File: src/hw/cgm_unused_placeholder_none.sv
`timescale 1ns/1ps

File: src/hw/cgm_pkg.sv
package cgm_pkg;
    // Byte offsets
    localparam logic [4:0] CGM_OFF_CTL_ONE = 5'h00;
    localparam logic [4:0] CGM_OFF_CTL_TWO = 5'h04;
    localparam logic [4:0] CGM_OFF_STAT_ONE = 5'h08;
    localparam logic [4:0] CGM_OFF_STAT_TWO = 5'h0c;
    localparam logic [4:0] CGM_OFF_FILT_UP = 5'h10;
    localparam logic [4:0] CGM_OFF_FILT_LO = 5'h14;
    localparam logic [4:0] CGM_OFF_TRIM = 5'h18;

    // Control one fields
    localparam int CGM_C1_GAIN = 7;
    localparam int CGM_C1_RANGE = 6;
    localparam int CGM_C1_REFERENCE_TYPE_SELECT = 5;
    localparam int CGM_C1_SCHEME_HI = 4;
    localparam int CGM_C1_SCHEME_LO = 3;
    localparam int CGM_C1_STOPEN = 2;
    localparam int CGM_C1_CLOCK_LOSS_DETECT_DISABLE = 1;
    // Control two fields
    localparam int CGM_C2_UNLOCK_RE = 7;
    localparam int CGM_C2_MULT_HI = 6;
    localparam int CGM_C2_MULT_LO = 4;
    localparam int CGM_C2_LOSS_RE = 3;
    localparam int CGM_C2_RED_HI = 2;
    localparam int CGM_C2_RED_LO = 0;
    // Status one fields
    localparam int CGM_S1_FLAG = 0;

    // Reset values
    localparam logic [7:0] CGM_RST_CTL_ONE = 8'h00;
    localparam logic [7:0] CGM_RST_CTL_TWO = 8'h00;
    localparam logic [11:0] CGM_RST_FILT = 12'h000;
    localparam logic [7:0] CGM_RST_TRIM = 8'h80;

    // Frequency factors
    localparam logic [31:0] CGM_IRG_DIV = 32'h0000_0007;
    localparam logic [31:0] CGM_PRESCALE_LOW = 32'h0000_0040;
    localparam logic [31:0] CGM_PRESCALE_HIGH = 32'h0000_0001;

    // Timing
    localparam int CGM_CLK_MHZ = 40;
    localparam int CGM_LOCK_TIME_US = 100;
    localparam int CGM_LOCK_CYCLES = (CGM_LOCK_TIME_US * CGM_CLK_MHZ);
    localparam int CGM_SWITCH_CYCLES = 4;

    typedef enum logic [1:0] {
        CGM_SELF = 2'b00,
        CGM_ENG_INT = 2'b01,
        CGM_BYP_EXT = 2'b10,
        CGM_ENG_EXT = 2'b11
    } cgm_scheme_t;

    typedef enum logic [1:0] {
        CGM_SW_IDLE = 2'b00,
        CGM_SW_WAIT = 2'b01
    } cgm_sw_state_t;
endpackage

File: src/hw/cgm_clock_generator.sv
// Implementation choices: the AXI4-Lite slave port and the address map.
`timescale 1ns/1ps
// What this block does
// RQ1 - Self-clocked: oscillator over R.
// RQ2 - Bypassed external: external over R.
// RQ3 - Engaged internal: reference/7*64*N/R.
// RQ4 - Engaged external: external*P*N/R.
// RQ5 - N = 4 + 2 * multiply code.
// RQ6 - R = 2 ** reduce code.
// RQ7 - Reset: self-clocked, 8 MHz out, 4 MHz bus.
// RQ8 - Control one field layout; bit 0 reads zero.
// RQ9 - Scheme 11: engaged, external reference.
// RQ10 - Range 1: prescale 1; range 0: prescale 64.
// RQ11 - Reference 1 requests crystal; gain 0 is low power.
// RQ12 - Stop enable and loss-detect disable outputs.
// RQ13 - Control two: unlock reset enable, codes; enable 0 interrupts.
// RQ14 - Loss reset enable at bit 3; 0 interrupts.
// RQ15 - Status one field layout; writes only clear.
// RQ16 - Status two: oscillator stable in bit 0.
// RQ17 - Loop filter: 12 bits over two registers.
// RQ18 - Trim written only to trim internal reference.
// RQ19 - Software polls lock after setup.
// RQ20 - Scheme 01: engaged, internal reference.
// RQ21 - Scheme status lags a scheme write.
// RQ22 - Range takes only the first write.
// RQ23 - Flag and request stay until software clears.
// RQ24 - Code changes apply after relock; lock clears meanwhile.
module cgm_clock_generator
    import cgm_pkg::*;
#(
    parameter logic [31:0] DCO_KHZ = 32'd8000,
    parameter logic [31:0] EXT_KHZ = 32'd32,
    parameter logic [31:0] IRG_KHZ = 32'd243,
    parameter int LOCK_CYCLES = CGM_LOCK_CYCLES
) (
    input wire logic i_clk,
    input wire logic i_arst_n,
    input wire logic [4:0] i_s_axi_awaddr,
    input wire logic i_s_axi_awvalid,
    output logic o_s_axi_awready,
    input wire logic [31:0] i_s_axi_wdata,
    input wire logic [3:0] i_s_axi_wstrb,
    input wire logic i_s_axi_wvalid,
    output logic o_s_axi_wready,
    output logic [1:0] o_s_axi_bresp,
    output logic o_s_axi_bvalid,
    input wire logic i_s_axi_bready,
    input wire logic [4:0] i_s_axi_araddr,
    input wire logic i_s_axi_arvalid,
    output logic o_s_axi_arready,
    output logic [31:0] o_s_axi_rdata,
    output logic [1:0] o_s_axi_rresp,
    output logic o_s_axi_rvalid,
    input wire logic i_s_axi_rready,
    input wire logic i_ext_ref_ok,
    input wire logic i_osc_stable,
    input wire logic i_clock_loss,
    input wire logic i_lock_lost,
    output logic [31:0] o_out_freq_khz,
    output logic [31:0] o_bus_freq_khz,
    output logic [1:0] o_scheme,
    output logic o_lock,
    output logic o_irq,
    output logic o_reset_req,
    output logic o_gain_high,
    output logic o_range_high,
    output logic o_crystal_req,
    output logic o_stop_osc_en,
    output logic o_loss_detect_en,
    output logic [11:0] o_filter,
    output logic [7:0] o_trim
);
    localparam int NSYNC = 4;
    localparam int LCW = $clog2(LOCK_CYCLES + 1);
    localparam logic [LCW-1:0] LOCK_LAST = LCW'(LOCK_CYCLES - 1);

    // Three-stage pin sync
    logic [NSYNC-1:0] pin_in;
    logic [NSYNC-1:0] s1_r, s2_r, s3_r, filt_r;
    assign pin_in = {i_lock_lost, i_clock_loss, i_osc_stable, i_ext_ref_ok};
    genvar g;
    generate
        for (g = 0; g < NSYNC; g++) begin : g_sync
            always_ff @(posedge i_clk or negedge i_arst_n) begin
                if (!i_arst_n) begin
                    s1_r[g] <= 1'b0;
                    s2_r[g] <= 1'b0;
                    s3_r[g] <= 1'b0;
                    filt_r[g] <= 1'b0;
                end else begin
                    s1_r[g] <= pin_in[g];
                    s2_r[g] <= s1_r[g];
                    s3_r[g] <= s2_r[g];
                    if (s2_r[g] == s3_r[g]) begin
                        filt_r[g] <= s3_r[g];
                    end
                end
            end
        end
    endgenerate
    logic ext_ok, osc_ok, loss_lvl, lost_lvl, loss_d_r, lost_d_r;
    assign ext_ok = filt_r[0];
    assign osc_ok = filt_r[1];
    assign loss_lvl = filt_r[2];
    assign lost_lvl = filt_r[3];

    // Write path; address and data in either order
    logic aw_full_r, w_full_r;
    logic [4:0] aw_addr_r;
    logic [7:0] w_byte_r;
    logic w_lane_r;
    logic wr_go;
    logic wr_hit;
    assign wr_go = aw_full_r && w_full_r && !o_s_axi_bvalid;
    always_comb begin
        case (aw_addr_r)
            CGM_OFF_CTL_ONE, CGM_OFF_CTL_TWO, CGM_OFF_STAT_ONE, CGM_OFF_STAT_TWO,
            CGM_OFF_FILT_UP, CGM_OFF_FILT_LO, CGM_OFF_TRIM: wr_hit = 1'b1;
            default: wr_hit = 1'b0;
        endcase
    end
    always_ff @(posedge i_clk or negedge i_arst_n) begin
        if (!i_arst_n) begin
            aw_full_r <= 1'b0;
            w_full_r <= 1'b0;
            aw_addr_r <= 5'h00;
            w_byte_r <= 8'h00;
            w_lane_r <= 1'b0;
            o_s_axi_awready <= 1'b0;
            o_s_axi_wready <= 1'b0;
            o_s_axi_bvalid <= 1'b0;
            o_s_axi_bresp <= 2'b00;
        end else begin
            o_s_axi_awready <= !aw_full_r && !(o_s_axi_awready && i_s_axi_awvalid);
            o_s_axi_wready <= !w_full_r && !(o_s_axi_wready && i_s_axi_wvalid);
            if (o_s_axi_awready && i_s_axi_awvalid) begin
                aw_full_r <= 1'b1;
                aw_addr_r <= {i_s_axi_awaddr[4:2], 2'b00};
            end
            if (o_s_axi_wready && i_s_axi_wvalid) begin
                w_full_r <= 1'b1;
                w_byte_r <= i_s_axi_wdata[7:0];
                w_lane_r <= i_s_axi_wstrb[0];
            end
            if (wr_go) begin
                aw_full_r <= 1'b0;
                w_full_r <= 1'b0;
                o_s_axi_bvalid <= 1'b1;
                o_s_axi_bresp <= wr_hit ? 2'b00 : 2'b10;
            end else if (o_s_axi_bvalid && i_s_axi_bready) begin
                o_s_axi_bvalid <= 1'b0;
            end
        end
    end
    logic wr_en;
    assign wr_en = wr_go && w_lane_r;

    // Control registers
    logic [7:0] ctl_one_r, ctl_two_r;
    logic range_done_r, reference_type_select_done_r;
    logic [11:0] filt_val_r;
    logic [7:0] trim_r;
    always_ff @(posedge i_clk or negedge i_arst_n) begin
        if (!i_arst_n) begin
            ctl_one_r <= CGM_RST_CTL_ONE; // RQ7
            range_done_r <= 1'b0;
            reference_type_select_done_r <= 1'b0;
        end else if (wr_en && aw_addr_r == CGM_OFF_CTL_ONE) begin
            ctl_one_r[CGM_C1_GAIN] <= w_byte_r[CGM_C1_GAIN]; // RQ8 RQ11
            ctl_one_r[CGM_C1_SCHEME_HI:CGM_C1_SCHEME_LO] <= w_byte_r[CGM_C1_SCHEME_HI:CGM_C1_SCHEME_LO]; // RQ8
            ctl_one_r[CGM_C1_STOPEN] <= w_byte_r[CGM_C1_STOPEN]; // RQ12
            ctl_one_r[CGM_C1_CLOCK_LOSS_DETECT_DISABLE] <= w_byte_r[CGM_C1_CLOCK_LOSS_DETECT_DISABLE]; // RQ12
            ctl_one_r[0] <= 1'b0; // RQ8
            range_done_r <= 1'b1;
            reference_type_select_done_r <= 1'b1;
            if (!range_done_r) begin
                ctl_one_r[CGM_C1_RANGE] <= w_byte_r[CGM_C1_RANGE]; // RQ22
            end
            if (!reference_type_select_done_r) begin
                ctl_one_r[CGM_C1_REFERENCE_TYPE_SELECT] <= w_byte_r[CGM_C1_REFERENCE_TYPE_SELECT];
            end
        end
    end
    always_ff @(posedge i_clk or negedge i_arst_n) begin
        if (!i_arst_n) begin
            ctl_two_r <= CGM_RST_CTL_TWO;
        end else if (wr_en && aw_addr_r == CGM_OFF_CTL_TWO) begin
            ctl_two_r <= w_byte_r; // RQ13 RQ14
        end
    end
    always_ff @(posedge i_clk or negedge i_arst_n) begin
        if (!i_arst_n) begin
            filt_val_r <= CGM_RST_FILT;
            trim_r <= CGM_RST_TRIM;
        end else if (wr_en) begin
            if (aw_addr_r == CGM_OFF_FILT_UP) begin
                filt_val_r[11:8] <= w_byte_r[3:0]; // RQ17
            end
            if (aw_addr_r == CGM_OFF_FILT_LO) begin
                filt_val_r[7:0] <= w_byte_r; // RQ17
            end
            if (aw_addr_r == CGM_OFF_TRIM) begin
                trim_r <= w_byte_r; // RQ18
            end
        end
    end

    // Scheme switch
    cgm_scheme_t want, stat_r;
    cgm_sw_state_t sw_r;
    logic [2:0] sw_cnt_r;
    logic want_ready;
    assign want = cgm_scheme_t'(ctl_one_r[CGM_C1_SCHEME_HI:CGM_C1_SCHEME_LO]);
    assign want_ready = (want == CGM_BYP_EXT || want == CGM_ENG_EXT) ? ext_ok : 1'b1;
    always_ff @(posedge i_clk or negedge i_arst_n) begin
        if (!i_arst_n) begin
            stat_r <= CGM_SELF; // RQ7
            sw_r <= CGM_SW_IDLE;
            sw_cnt_r <= 3'h0;
        end else begin
            case (sw_r)
                CGM_SW_IDLE: begin
                    sw_cnt_r <= 3'h0;
                    if (want != stat_r && want_ready) begin
                        sw_r <= CGM_SW_WAIT;
                    end
                end
                CGM_SW_WAIT: begin
                    if (want == stat_r || !want_ready) begin
                        sw_r <= CGM_SW_IDLE;
                    end else if (sw_cnt_r == 3'(CGM_SWITCH_CYCLES - 1)) begin
                        stat_r <= want; // RQ21 RQ9 RQ20
                        sw_r <= CGM_SW_IDLE;
                    end else begin
                        sw_cnt_r <= sw_cnt_r + 3'h1;
                    end
                end
                default: sw_r <= CGM_SW_IDLE;
            endcase
        end
    end

    // Retune or scheme change restarts locking
    logic engaged;
    logic [2:0] mult_used_r, red_used_r;
    logic [LCW-1:0] lock_cnt_r;
    logic lock_r;
    logic retune;
    logic lost_evt;
    assign engaged = (stat_r == CGM_ENG_INT) || (stat_r == CGM_ENG_EXT);
    assign lost_evt = lost_lvl && !lost_d_r && lock_r;
    assign retune = (ctl_two_r[CGM_C2_MULT_HI:CGM_C2_MULT_LO] != mult_used_r) ||
                    (ctl_two_r[CGM_C2_RED_HI:CGM_C2_RED_LO] != red_used_r);
    cgm_scheme_t lock_scheme_r;
    always_ff @(posedge i_clk or negedge i_arst_n) begin
        if (!i_arst_n) begin
            lock_r <= 1'b0;
            lock_cnt_r <= '0;
            mult_used_r <= 3'h0;
            red_used_r <= 3'h0;
            lock_scheme_r <= CGM_SELF;
            lost_d_r <= 1'b0;
        end else begin
            lost_d_r <= lost_lvl;
            if (!engaged) begin
                lock_r <= 1'b0;
                lock_cnt_r <= '0;
                red_used_r <= ctl_two_r[CGM_C2_RED_HI:CGM_C2_RED_LO];
                lock_scheme_r <= stat_r;
            end else if (retune || lost_evt || lock_scheme_r != stat_r) begin
                lock_r <= 1'b0; // RQ24
                lock_cnt_r <= '0;
                lock_scheme_r <= stat_r;
                mult_used_r <= ctl_two_r[CGM_C2_MULT_HI:CGM_C2_MULT_LO];
                red_used_r <= ctl_two_r[CGM_C2_RED_HI:CGM_C2_RED_LO];
            end else if (!lock_r) begin
                if (lock_cnt_r == LOCK_LAST) begin
                    lock_r <= 1'b1; // RQ24
                end else begin
                    lock_cnt_r <= lock_cnt_r + 1'b1;
                end
            end
        end
    end

    // Engaged schemes retune only once locked
    function automatic logic [31:0] mult_n(input logic [2:0] code);
        mult_n = {28'h0, code, 1'b0} + 32'h0000_0004; // RQ5
    endfunction
    logic [31:0] prescale;
    logic [31:0] freq_nxt;
    assign prescale = ctl_one_r[CGM_C1_RANGE] ? CGM_PRESCALE_HIGH : CGM_PRESCALE_LOW; // RQ10 RQ4
    always_comb begin
        freq_nxt = o_out_freq_khz;
        case (stat_r)
            CGM_SELF: freq_nxt = DCO_KHZ >> red_used_r; // RQ1 RQ6
            CGM_BYP_EXT: freq_nxt = EXT_KHZ >> red_used_r; // RQ2
            CGM_ENG_INT: begin
                if (lock_r) begin
                    freq_nxt = ((IRG_KHZ * CGM_PRESCALE_LOW * mult_n(mult_used_r)) / CGM_IRG_DIV) >> red_used_r; // RQ3
                end
            end
            CGM_ENG_EXT: begin
                if (lock_r) begin
                    freq_nxt = (EXT_KHZ * prescale * mult_n(mult_used_r)) >> red_used_r; // RQ4
                end
            end
            default: freq_nxt = o_out_freq_khz;
        endcase
    end
    always_ff @(posedge i_clk or negedge i_arst_n) begin
        if (!i_arst_n) begin
            o_out_freq_khz <= DCO_KHZ; // RQ7
            o_bus_freq_khz <= DCO_KHZ >> 1;
        end else begin
            o_out_freq_khz <= freq_nxt;
            o_bus_freq_khz <= freq_nxt >> 1;
        end
    end

    // Sticky status and flag; set wins over clear
    logic ext_in_use;
    logic loss_evt;
    logic unlock_st_r, loss_st_r, flag_r;
    logic st_clr;
    assign ext_in_use = (stat_r == CGM_BYP_EXT) || (stat_r == CGM_ENG_EXT);
    assign loss_evt = loss_lvl && !loss_d_r && ext_in_use && !ctl_one_r[CGM_C1_CLOCK_LOSS_DETECT_DISABLE]; // RQ12
    assign st_clr = wr_en && aw_addr_r == CGM_OFF_STAT_ONE && w_byte_r[CGM_S1_FLAG];
    always_ff @(posedge i_clk or negedge i_arst_n) begin
        if (!i_arst_n) begin
            loss_d_r <= 1'b0;
            unlock_st_r <= 1'b0;
            loss_st_r <= 1'b0;
            flag_r <= 1'b0;
            o_reset_req <= 1'b0;
        end else begin
            loss_d_r <= loss_lvl;
            o_reset_req <= (lost_evt && ctl_two_r[CGM_C2_UNLOCK_RE]) ||
                           (loss_evt && ctl_two_r[CGM_C2_LOSS_RE]); // RQ13 RQ14
            if (lost_evt) begin
                unlock_st_r <= 1'b1;
            end else if (st_clr) begin
                unlock_st_r <= 1'b0;
            end
            if (loss_evt) begin
                loss_st_r <= 1'b1;
            end else if (st_clr) begin
                loss_st_r <= 1'b0;
            end
            if ((lost_evt && !ctl_two_r[CGM_C2_UNLOCK_RE]) || (loss_evt && !ctl_two_r[CGM_C2_LOSS_RE])) begin
                flag_r <= 1'b1; // RQ13 RQ14 RQ23
            end else if (st_clr) begin
                flag_r <= 1'b0; // RQ23
            end
        end
    end

    // Read path
    logic [7:0] rd_byte;
    logic rd_hit;
    logic [4:0] rd_addr;
    assign rd_addr = {i_s_axi_araddr[4:2], 2'b00};
    always_comb begin
        rd_hit = 1'b1;
        rd_byte = 8'h00;
        case (rd_addr)
            CGM_OFF_CTL_ONE: rd_byte = ctl_one_r;
            CGM_OFF_CTL_TWO: rd_byte = ctl_two_r;
            CGM_OFF_STAT_ONE: rd_byte = {stat_r, ctl_one_r[CGM_C1_REFERENCE_TYPE_SELECT], unlock_st_r, lock_r,
                                         loss_st_r, ext_ok, flag_r}; // RQ15
            CGM_OFF_STAT_TWO: rd_byte = {7'h00, osc_ok}; // RQ16
            CGM_OFF_FILT_UP: rd_byte = {4'h0, filt_val_r[11:8]}; // RQ17
            CGM_OFF_FILT_LO: rd_byte = filt_val_r[7:0];
            CGM_OFF_TRIM: rd_byte = trim_r;
            default: rd_hit = 1'b0;
        endcase
    end
    always_ff @(posedge i_clk or negedge i_arst_n) begin
        if (!i_arst_n) begin
            o_s_axi_arready <= 1'b0;
            o_s_axi_rvalid <= 1'b0;
            o_s_axi_rdata <= 32'h0000_0000;
            o_s_axi_rresp <= 2'b00;
        end else begin
            o_s_axi_arready <= !o_s_axi_rvalid && !(o_s_axi_arready && i_s_axi_arvalid);
            if (o_s_axi_arready && i_s_axi_arvalid) begin
                o_s_axi_rvalid <= 1'b1;
                o_s_axi_rdata <= {24'h000000, rd_byte};
                o_s_axi_rresp <= rd_hit ? 2'b00 : 2'b10;
            end else if (o_s_axi_rvalid && i_s_axi_rready) begin
                o_s_axi_rvalid <= 1'b0;
            end
        end
    end

    // Registered configuration and status copies
    always_ff @(posedge i_clk or negedge i_arst_n) begin
        if (!i_arst_n) begin
            o_scheme <= CGM_SELF;
            o_lock <= 1'b0;
            o_irq <= 1'b0;
            o_gain_high <= 1'b0;
            o_range_high <= 1'b0;
            o_crystal_req <= 1'b0;
            o_stop_osc_en <= 1'b0;
            o_loss_detect_en <= 1'b1;
            o_filter <= CGM_RST_FILT;
            o_trim <= CGM_RST_TRIM;
        end else begin
            o_scheme <= stat_r;
            o_lock <= lock_r; // RQ19
            o_irq <= flag_r; // RQ23
            o_gain_high <= ctl_one_r[CGM_C1_GAIN]; // RQ11
            o_range_high <= ctl_one_r[CGM_C1_RANGE]; // RQ10
            o_crystal_req <= ctl_one_r[CGM_C1_REFERENCE_TYPE_SELECT]; // RQ11
            o_stop_osc_en <= ctl_one_r[CGM_C1_STOPEN]; // RQ12
            o_loss_detect_en <= !ctl_one_r[CGM_C1_CLOCK_LOSS_DETECT_DISABLE]; // RQ12
            o_filter <= filt_val_r;
            o_trim <= trim_r;
        end
    end
endmodule

File: config.mk
export PLATFORM = sky130hd
export DESIGN_NAME = cgm_clock_generator
export DESIGN_NICKNAME = d
export VERILOG_FILES = /design/src/hw/cgm_unused_placeholder_none.sv /design/src/hw/cgm_pkg.sv /design/src/hw/cgm_clock_generator.sv
export SDC_FILE = /design/constraint.sdc
export NUM_CORES = 1
export LEC_CHECK = 0
export ABC_AREA = 1
export BUFFER_PORTS_ARGS = -buffer_cell sky130_fd_sc_hd__buf_2
export CAP_MARGIN = 40
export CELL_PAD_IN_SITES_DETAIL_PLACEMENT = 1
export CELL_PAD_IN_SITES_GLOBAL_PLACEMENT = 1
export CORE_MARGIN = 2
export CORE_UTILIZATION = 43
export CTS_BUF_LIST = sky130_fd_sc_hd__clkbuf_4
export DETAILED_ROUTE_END_ITERATION = 8
export PLACE_DENSITY = 0.91
export SKIP_CTS_REPAIR_TIMING = 1
export SYNTH_ARGS = -nofsm -noshare
export SYNTH_HDL_FRONTEND = slang
export SYNTH_SLANG_ARGS = --single-unit
export TNS_END_PERCENT = 20
File: constraint.sdc
create_clock -name i_clk -period 13.3 [get_ports i_clk]
set_clock_uncertainty 0.05 [all_clocks]
set_input_delay 1.33 -clock i_clk [delete_from_list [all_inputs] [get_ports i_clk]]
set_output_delay 1.33 -clock i_clk [all_outputs]
set_load 0.03 [all_outputs]
# After elaboration in Yosys (flattened, before gate mapping)
# Index checks and enable logic that the tools add are counted.
[totals]
reg_bits = 178
inputBits = 57
out_inout_bits = 135
word_cells = 225
[classes]
addsub = 3
n_mul = 2
div_mod_pow = 1
n_eq_ne = 38
shifts = 4
n_mux = 41
n_bitwise = 2
reduce_logical = 71
[ops]
columns = ["cell", "count"]
rows = [
  ["32-bit case mux with 4 select lines", 1],
  ["32-bit two-way mux", 2],
  ["8-bit case mux with 7 select lines", 1],
  ["12-bit two-way mux", 4],
  ["32-bit by 3-bit divider with 32-bit output, second input constant", 1],
  ["8-bit by 32-bit multiplier with 26-bit output, first input constant", 1],
  ["13-bit by 3-bit right shift with 32-bit output, first input constant", 1],
  ["17-bit by 3-bit right shift with 32-bit output", 1],
  ["32-bit by 3-bit right shift with 32-bit output", 1],
  ["6-bit by 3-bit right shift with 32-bit output, first input constant", 1],
  ["1-bit logical AND", 25],
  ["1-bit two-way mux", 19],
  ["3-bit equality test, second input constant", 6],
  ["2-bit AND reduction", 8],
  ["2-bit nonzero test", 8],
  ["3-bit by 2-bit equality test with 1-bit output, second input constant", 5],
  ["2-bit two-way mux", 7],
  ["7-bit OR reduction", 2],
  ["1-bit zero test", 13],
  ["12-bit by 1-bit adder with 12-bit output, second input constant", 1],
  ["12-bit equality test, second input constant", 1],
  ["7-bit by 5-bit multiplier with 12-bit output", 1],
  ["3-bit two-way mux", 4],
  ["5-bit zero test", 2],
  ["20 further kinds", 46],
]

# Depth between registers and ports, before layout
# Gate-level depths: netlist of run 1.
[logic_depth]
ltp_word = 7
mapped_depth = 113
ltp_nobuf = 111

# Worst setup path after synthesis of run 1
# Ideal clock, no wire load.
[synth_path]
path_type = "reg2reg"
start = "register mult_used_r[1]"
end = "register o_out_freq_khz[0]"
setup_time_ns = 0.117
t_arrival_ns = 11.085
required_time_ns = 13.133
setup_slack_ns = 2.048
stages_incl_launch_ff = 102
path_buffers = 3
period_less_slack_ns = 11.252
cell_sequence = "dfrtp_1 > inv_1 > ha_1 > xnor2_1 > ha_1 > ha_1 > ha_1 > nand3_1 > nand3_2 > nand2_2 > nand2_1 > nand2_1 > nand2_2 > nand3_2 > nand2_1 > inv_1 > ha_1 > nand3_2 > [66 not listed] > nand3_1 > nand2_1 > clkinv_1 > nand2_2 > inv_2 > nor2_4 > nand2_2 > nand2_1 > ha_1 > xnor2_1 > nand2_1 > inv_1 > nor2_1 > nand4_1 > nand2_1 > nand2_1 > nand2_1 > nand2_1"
[synth_between]
elab_chain_cells = 6
elab_cells_between_ends = 9
cone_classes = "1 x add/sub; 2 x mul; 1 x div; 2 x shift; 3 x mux"
[synth_lines]
columns = ["element", "line", "rtl"]
rows = [
  ["start: declaration", "cgm_clock_generator.sv:245", "logic [2:0] mult_used_r, red_used_r;"],
  ["start signal: assignment", "cgm_clock_generator.sv:274", "mult_used_r <= ctl_two_r[CGM_C2_MULT_HI:CGM_C2_MULT_LO];"],
  ["4-bit by 3-bit adder with 5-bit output (*)", "cgm_clock_generator.sv:288", "mult_n = {28'h0, code, 1'b0} + 32'h0000_0004;"],
  ["8-bit by 32-bit multiplier with 26-bit output", "cgm_clock_generator.sv:300", "freq_nxt = ((IRG_KHZ * CGM_PRESCALE_LOW * mult_n(mult_used_r)) / CGM_IRG_DIV) >> red_used_r;"],
  ["32-bit by 3-bit divider with 32-bit output", "cgm_clock_generator.sv:300", ""],
  ["32-bit by 3-bit right shift with 32-bit output", "cgm_clock_generator.sv:300", ""],
  ["32-bit two-way mux", "cgm_clock_generator.sv:299", "if (lock_r) begin"],
  ["32-bit case mux with 4 select lines (*)", "cgm_clock_generator.sv:295", "case (stat_r)"],
  ["end signal: assignment", "cgm_clock_generator.sv:316", "o_out_freq_khz <= freq_nxt;"],
  ["end: declaration", "cgm_clock_generator.sv:59", "output logic [31:0] o_out_freq_khz,"],
]
# Mark *: on every way between the ends. The rest lies on a longest branch, timed or not. The select of a mux whose other input is x is not followed.
# A chain may end at the register's enable or synchronous reset.

# Final worst setup path of run 1
[layout_path]
start = "register mult_used_r[2]"
end = "register o_out_freq_khz[0]"
# The elaborated chain is that of the path after synthesis.

==> metrics.txt, run 1 <==
status completed; hold_ws 320 ps; first-pass GRT wire length 59800 µm; Initial DRC Count 840; most common cell after layout, fill and taps aside nand2_1; gr usage total 0.250; CTS root buffer clkbuf_4; Hold Crit Depth 0; number of flops mapped to enable cells by yosys 0; TritonCTS clock tree built; Routed WL 38200 µm; actual transition at the worst max-transition pin 956 ps; Worst setup SP type flip-flop; Layout Cells excl Fill 2248; Crit path max-delay family simple AND/OR/NAND/NOR gates; Mapped Cells 1715; top cells by area, synth dfrtp_1 (31%), nand2_1 (15%), inv_1 (6.5%), nand3_1 (6.1%), o21ai_0 (5.0%); via count 12000; min cycle time layout 12340 ps; Worst Path Required 13740 ps; initial antenna violation count 1; core footprint 27800 µm²; final hold vios 0; # port buffers 105; CP arrival 12780 ps; normalized max-slew margin 0.358; Initial Util 0.437; Clock Path Buffers 2; dpl cells 2195; Hold Crit Class reg -> reg; Setup CP Type reg -> reg; Via density 5.35; Ys Warns 0; Final period util 0.928; clk slew on worst S/H paths 170 ps; CP max-delay cell dfrtp_2; IO Pins 192; P&R area growth vs syn 13.4%; async set-reset flop share out of synthesis 1.00; most used cell, CP nand2_1; count of final setup violators 0; Yosys reg bits 161; number of cells on the critical path 98; mapped cell area 12100 µm²; Clock Sinks 161; Yosys top cell by area dfrtp_1; clk_lat worst skew 560 ps; share of layout cells above drive strength 1 0.213; dpl hpwl 28700 µm; CTS H-tree lvls 4; Die Area 29600 µm²; Critical Path Sink Type flip-flop; Fmax 81.0 MHz; GPL Wtd Cong 0.886; pin count of the biggest net entering global routing 74; post-synthesis sequential area ratio 0.333; Layout Nets 1951; total grt overflow 0; ys flop type dfrtp_1; Distinct cells, synth 61; clock buffer count from CTS 17; Pre-antenna DRT Iters 5; syn_area_per_cell 7.08 µm²; post-route antenna net violation count 0; path depth of the worst reg2reg path 98; vias in the first global route 12500; # rows 61; WP buf/inv 11; most frequent cells in the layout nand2_1 (458), inv_1 (210), dfrtp_1 (151); Synth top area share 0.313; Routed WL per cell 17.0 µm; max-cap violation count 0; die height 172 µm; drt drc 0; critical-path maximum fanout 16; CP max stage delay 470 ps; final slew viol count 0; width of the die 172 µm
worst paths after layout:
path	start	endpoint	slack, ps
worst max-delay path	mult_used_r[2]	o_out_freq_khz[0]	960
worst min-delay path	s1_r[3]	s2_r[3]	320
worst max register to register	mult_used_r[2]	o_out_freq_khz[0]	960
worst min register to register	s1_r[3]	s2_r[3]	320
max in group asynchronous	i_arst_n	o_trim[7]	11230
min in group asynchronous	i_arst_n	o_bus_freq_khz[13]	710
per-layer routing:
layer,up-vias,wire (µm),track usage
met1,5945,15400,0.288
met4,0,1020,0.0818
met5,-,0,0
met2,293,20500,0.476
met3,85,1420,0.0300
li1,5702,-,-
through the flow:
stage                     TNS [ps]  instance area [µm²]  setup WS (ps)   util
after floorplan                  0                12300           2050      -
after global placement           0                13000            952  0.467
after detailed placement         0                13000            346  0.468
after CTS                        0                13300            336  0.480
after global routing          -318                13800           -230  0.495
final                            0                13800            961  0.495
Yosys cell counts (all sizes together), types with 2 or more instances:
library cell  instances
clkinv                6
o211ai                7
a31oi                 7
dfstp                 9
a221oi                5
nor2                151
or2                   5
nor3                 12
dlygate4sd1           2
o21ai               137
nand4                47
nand2               517
a211oi                2
nand3b                7
buf                  79
a22oi                 2
clkbuf               24
xor2                 18
dfrtp               152
a21o                  2
ha                   38
xnor2                13
nand3               174
o22ai                11
maj3                  4
o221ai                2
inv                 228
mux2i                 4
a21oi                38
layout make-up:
type | instances | area, µm²
antenna | 1 | 2.50
multi-input combinational | 1271 | 6990
inverter | 234 | 878
fill | 3675 | 14000
sequential | 161 | 4040
clock inverter | 14 | 195
clock buffer | 18 | 135
tap | 378 | 473
timing repair buffer | 171 | 1050
state kept, by name, summed over array words and instances, names as in the netlist, 2 cells and up:
name / count
o_bus_freq_khz: 17
filt_val_r: 12
lock_cnt_r: 12
o_filter: 12
ctl_two_r: 8
o_s_axi_rdata: 8
o_trim: 8
trim_r: 8
w_byte_r: 8
ctl_one_r: 7
s1_r: 4
s2_r: 4
s3_r: 4
aw_addr_r: 3
mult_used_r: 3
red_used_r: 3
sw_cnt_r: 3
lock_scheme_r: 2
o_scheme: 2
stat_r: 2
logic make-up (layout without fill, tap and decap cells):
logic type	after synthesis	count (layout)	synth area share
compound gates	221	221	0.103
simple gates	916	918	0.362
other cells	1	56	0.000309
mux	4	4	0.00330
buf+inv	339	437	0.132
xor+xnor	31	31	0.0242
flops	161	161	0.333
fa+ha+maj	42	42	0.0425
Power of run 1 is left out: the tool's default activity adds up to more than one toggle a clock period on the data nets, which glitch-free logic cannot reach.
==> run 2, diff against run 1 <==
CORE_UTILIZATION = 35   (was 43)
CTS_BUF_LIST = sky130_fd_sc_hd__clkbuf_4 sky130_fd_sc_hd__clkbuf_8   (was sky130_fd_sc_hd__clkbuf_4)
PLACE_DENSITY = 0.77   (was 0.91)
==> metrics.txt, run 2 (synthesized netlist as in run 1, its figures left out) <==
Initial DRC Count 501 (was 840); wire length on met1 15500 µm (was 15400 µm); CTS root buffer clkbuf_8 (was clkbuf_4); clock buffer count from CTS 17 (unchanged); Crit path max-delay family simple AND/OR/NAND/NOR gates (unchanged); Layout Nets 1972 (was 1951); GPL Wtd Cong 0.860 (was 0.886); min cycle time layout 12100 ps (was 12340 ps); final hold vios 0 (unchanged); status completed (unchanged); final slew viol count 0 (unchanged); CP max-delay cell dfrtp_1 (was dfrtp_2); Critical Path Sink Type flip-flop (unchanged); most used cell, CP nand2_1 (unchanged); CP arrival 12410 ps (was 12780 ps); internal reg-to-reg setup slack 1200 ps (was 960 ps); worst hold start s1_r[0] (was s1_r[3]); WP buf/inv 12 (was 11); path depth of the worst reg2reg path 95 (was 98); Setup crit start mult_used_r[1] (was mult_used_r[2]); clk_lat worst skew 470 ps (was 560 ps); post-route antenna net violation count 0 (unchanged); die height 190 µm (was 172 µm); # port buffers 105 (unchanged); # rows 68 (was 61); Fmax 82.6 MHz (was 81.0 MHz); most frequent cells in the layout nand2_1 (453), inv_1 (211), dfrtp_1 (151) (was nand2_1 (458), inv_1 (210), dfrtp_1 (151)); number of cells on the critical path 95 (was 98); met2 wire len 18900 µm (was 20500 µm); CP endpoint o_out_freq_khz[0] (unchanged); Setup CP Type reg -> reg (unchanged); total grt overflow 0 (unchanged); P&R area growth vs syn 17.2% (was 13.4%); Worst Slack Setup Final 1200 ps (was 961 ps); pin count of the biggest net entering global routing 93 (was 74); width of the die 190 µm (was 172 µm); Largest register FFs 17 (unchanged); max-cap violation count 0 (unchanged); Routed WL 36100 µm (was 38200 µm); CP max stage delay 380 ps (was 470 ps); ant diodes 0 (was 1); first-pass GRT wire length 58200 µm (was 59800 µm); vias in the first global route 11900 (was 12500); Clock Sinks 161 (unchanged); reg2reg end o_out_freq_khz[0] (unchanged); Hold Crit Class reg -> reg (unchanged); Worst setup SP type flip-flop (unchanged); Pre-antenna DRT Iters 4 (was 5); Final period util 0.910 (was 0.928); via count 11600 (was 12000); drt drc 0 (unchanged); IO Pins 192 (unchanged); gr usage total 0.196 (was 0.250); Worst Path Required 13610 ps (was 13740 ps); TritonCTS clock tree built (unchanged); Initial Util 0.353 (was 0.437); core footprint 34400 µm² (was 27800 µm²); worst reg2reg startpoint mult_used_r[1] (was mult_used_r[2]); critical-path maximum fanout 8 (was 16); dpl hpwl 27800 µm (was 28700 µm); clk slew on worst S/H paths 80 ps (was 170 ps); share of layout cells above drive strength 1 0.229 (was 0.213); Via density 4.97 (was 5.35); Clock Path Buffers 2 (unchanged); post-place setup slack 474 ps (was 346 ps); initial antenna violation count 0 (was 1); Routed WL per cell 15.4 µm (was 17.0 µm); count of final setup violators 0 (unchanged); normalized max-slew margin 0.409 (was 0.358); CTS H-tree lvls 4 (unchanged); Met3 Routed Length 1120 µm (was 1420 µm); Die Area 36200 µm² (was 29600 µm²); most common cell after layout, fill and taps aside nand2_1 (unchanged); DR top layer met4 (unchanged); actual transition at the worst max-transition pin 880 ps (was 956 ps); largest register by flop count o_bus_freq_khz (unchanged)
## run 2: layout make-up
cell class	instances	area [µm²]
Multi-Input combinational cell	1273	7110
Clock inverter	12	160
Tap cell	455	569
Sequential cell	161	4040
Fill cell	4432	20200
Timing Repair Buffer	190	1200
Clock buffer	20	263
Inverter	234	878
## run 2: worst min path at each step
stage	slack [ps]	depth (start not counted)	endpoint
floorplan	280	0	s2_r[0]
global placement	280	0	s2_r[2]
detailed placement	290	0	s2_r[0]
CTS	310	0	s2_r[0]
global route	310	0	s2_r[0]
finish	300	0	s2_r[0]
## run 2: metrics by stage
| stage | hold slack [ps] | TNS (ps) | std cells | utilization | cell area [µm²] |
|---|---|---|---|---|---|
| 3_3_place_gp | 284 | 0 | 2282 | 0.383 | 13200 |
| 6_report | 303 | 0 | 2345 | 0.414 | 14200 |
| 3_5_place_dp | 286 | 0 | 2283 | 0.383 | 13200 |
| 5_1_grt | 309 | -191 | 2345 | 0.414 | 14200 |
| 2_1_floorplan | 281 | 0 | 1769 | - | 12300 |
| 4_1_cts | 306 | 0 | 2315 | 0.396 | 13600 |
## run 2: metal layers
layer / vias up / global-route usage
met5: - / 0
met4: 0 / 0.0465
met3: 40 / 0.0313
met2: 168 / 0.363
met1: 5695 / 0.236
li1: 5743 / -
Power of run 2 is left out for the same reason.
==> run 3, diff against run 2 <==
CELL_PAD_IN_SITES_DETAIL_PLACEMENT = default   (was 1)
CELL_PAD_IN_SITES_GLOBAL_PLACEMENT = default   (was 1)
PLACE_DENSITY = 0.61   (was 0.77)
==> metrics.txt, run 3 (synthesized netlist as in run 1, its figures left out) <==
via count 11100 (was 11600); dpl hpwl 23900 µm (was 27800 µm); clk slew on worst S/H paths 100 ps (was 80 ps); width of the die 190 µm (unchanged); largest register by flop count o_bus_freq_khz (unchanged); final slew viol count 0 (unchanged); Routed WL 30500 µm (was 36100 µm); Hold Crit Depth 0 (unchanged); path depth of the worst reg2reg path 90 (was 95); Worst Path Required 13600 ps (was 13610 ps); ant diodes 0 (unchanged); Clock Sinks 161 (unchanged); clock buffer count from CTS 17 (unchanged); P&R area growth vs syn 12.4% (was 17.2%); most frequent cells in the layout nand2_1 (467), inv_1 (210), dfrtp_1 (151) (was nand2_1 (453), inv_1 (211), dfrtp_1 (151)); Multi-input gate area 6820 µm² (was 7110 µm²); Initial Util 0.353 (unchanged); # rows 68 (unchanged); vias in the first global route 10400 (was 11900); Largest register FFs 17 (unchanged); min cycle time layout 12140 ps (was 12100 ps); share of layout cells above drive strength 1 0.197 (was 0.229); initial antenna violation count 0 (unchanged); Worst setup SP type flip-flop (unchanged); Setup CP Type reg -> reg (unchanged); pin count of the biggest net entering global routing 72 (was 93); Setup crit start mult_used_r[1] (unchanged); Critical Path Sink Type flip-flop (unchanged); total grt overflow 0 (unchanged); Initial DRC Count 793 (was 501); CP max stage delay 390 ps (was 380 ps); CTS root buffer clkbuf_8 (unchanged); most used cell, CP nand2_1 (unchanged); core footprint 34400 µm² (unchanged); Die Area 36200 µm² (unchanged); Hold Crit Class reg -> reg (unchanged); WHS Endpoint s2_r[2] (was s2_r[0]); most common cell after layout, fill and taps aside nand2_1 (unchanged); final core occ 0.397 (was 0.414); Via density 4.82 (was 4.97); status completed (unchanged); gr usage total 0.170 (was 0.196); Clock Path Buffers 2 (unchanged); clk_lat worst skew 440 ps (was 470 ps); critical-path maximum fanout 11 (was 8); Routed WL per cell 13.2 µm (was 15.4 µm); actual transition at the worst max-transition pin 790 ps (was 880 ps); internal reg-to-reg setup slack 1160 ps (was 1200 ps); drt drc 0 (unchanged); count of final setup violators 0 (unchanged); CP max-delay cell dfrtp_1 (unchanged); Fillers 3641 (was 4432); reg2reg end o_out_freq_khz[0] (unchanged); IO Pins 192 (unchanged); Fmax 82.4 MHz (was 82.6 MHz); CTS H-tree lvls 4 (unchanged); Final period util 0.912 (was 0.910); GPL Wtd Cong 0.857 (was 0.860); worst reg2reg startpoint mult_used_r[1] (unchanged); normalized max-slew margin 0.469 (was 0.409); Layout Nets 1938 (was 1972); worst hold start s1_r[2] (was s1_r[0]); post-place setup slack 711 ps (was 474 ps); Worst Slack Setup Final 1160 ps (was 1200 ps); first-pass GRT wire length 50600 µm (was 58200 µm); CP arrival 12430 ps (was 12410 ps); post-route antenna net violation count 0 (unchanged); FF+latch area 4040 µm² (unchanged); die height 190 µm (unchanged); TritonCTS clock tree built (unchanged); Pre-antenna DRT Iters 5 (was 4); final hold vios 0 (unchanged); # port buffers 105 (unchanged); max-cap violation count 0 (unchanged)
[run 3: changes by cell type in the layout (fill, tap and decap cells not counted), sizes merged]
cell / change
bufinv: -2
clkbuf: +1
clkinvlp: +1
nand4: -2
buf: -31
nand2: -1
[run 3: final cells by class]
cell class	instances	area share
multi-input cells	1270	0.500
flip-flops and latches	161	0.296
repair buffers	159	0.0701
inverters	234	0.0644
well taps	455	0.0417
clock buffers	21	0.0198
clock inverters	11	0.00788
[run 3: how the worst max path moves through the flow]
stage	cells past startpoint	endpoint
2_1_floorplan	101	o_out_freq_khz[0]
3_3_place_gp	98	o_out_freq_khz[0]
3_5_place_dp	93	o_out_freq_khz[0]
4_1_cts	93	o_out_freq_khz[0]
5_1_grt	97	o_out_freq_khz[0]
6_report	90	o_out_freq_khz[0]
[run 3: metal layers]
metal  wire (µm)  track usage  up-vias
met5           0            0        -
met3        1340       0.0223       23
met4         279       0.0361        0
met1       14000        0.225     5181
li1            -            -     5677
met2       14900        0.296      248
[run 3: worst max-delay path, delay by kind of cell (launching register included)]
kind                       cells  cell delay [ps]
xor gates and xnor gates       1              200
and+or+nand+nor               66             7530
AOI/OAI and AO/OA              3              620
buffers and inverters         13             1310
DFF                            1              390
adders and majority gates      7             1900
[run 3: stage by stage]
stage,TNS [ps],std cells,cell area [µm²],hold WS (ps)
after floorplan,0,1769,12300,281
after global placement,0,2270,13100,285
after detailed placement,0,2271,13100,287
after CTS,0,2303,13500,307
after global routing,-22.9,2311,13600,313
final,0,2311,13600,307
Power of run 3 is left out for the same reason.
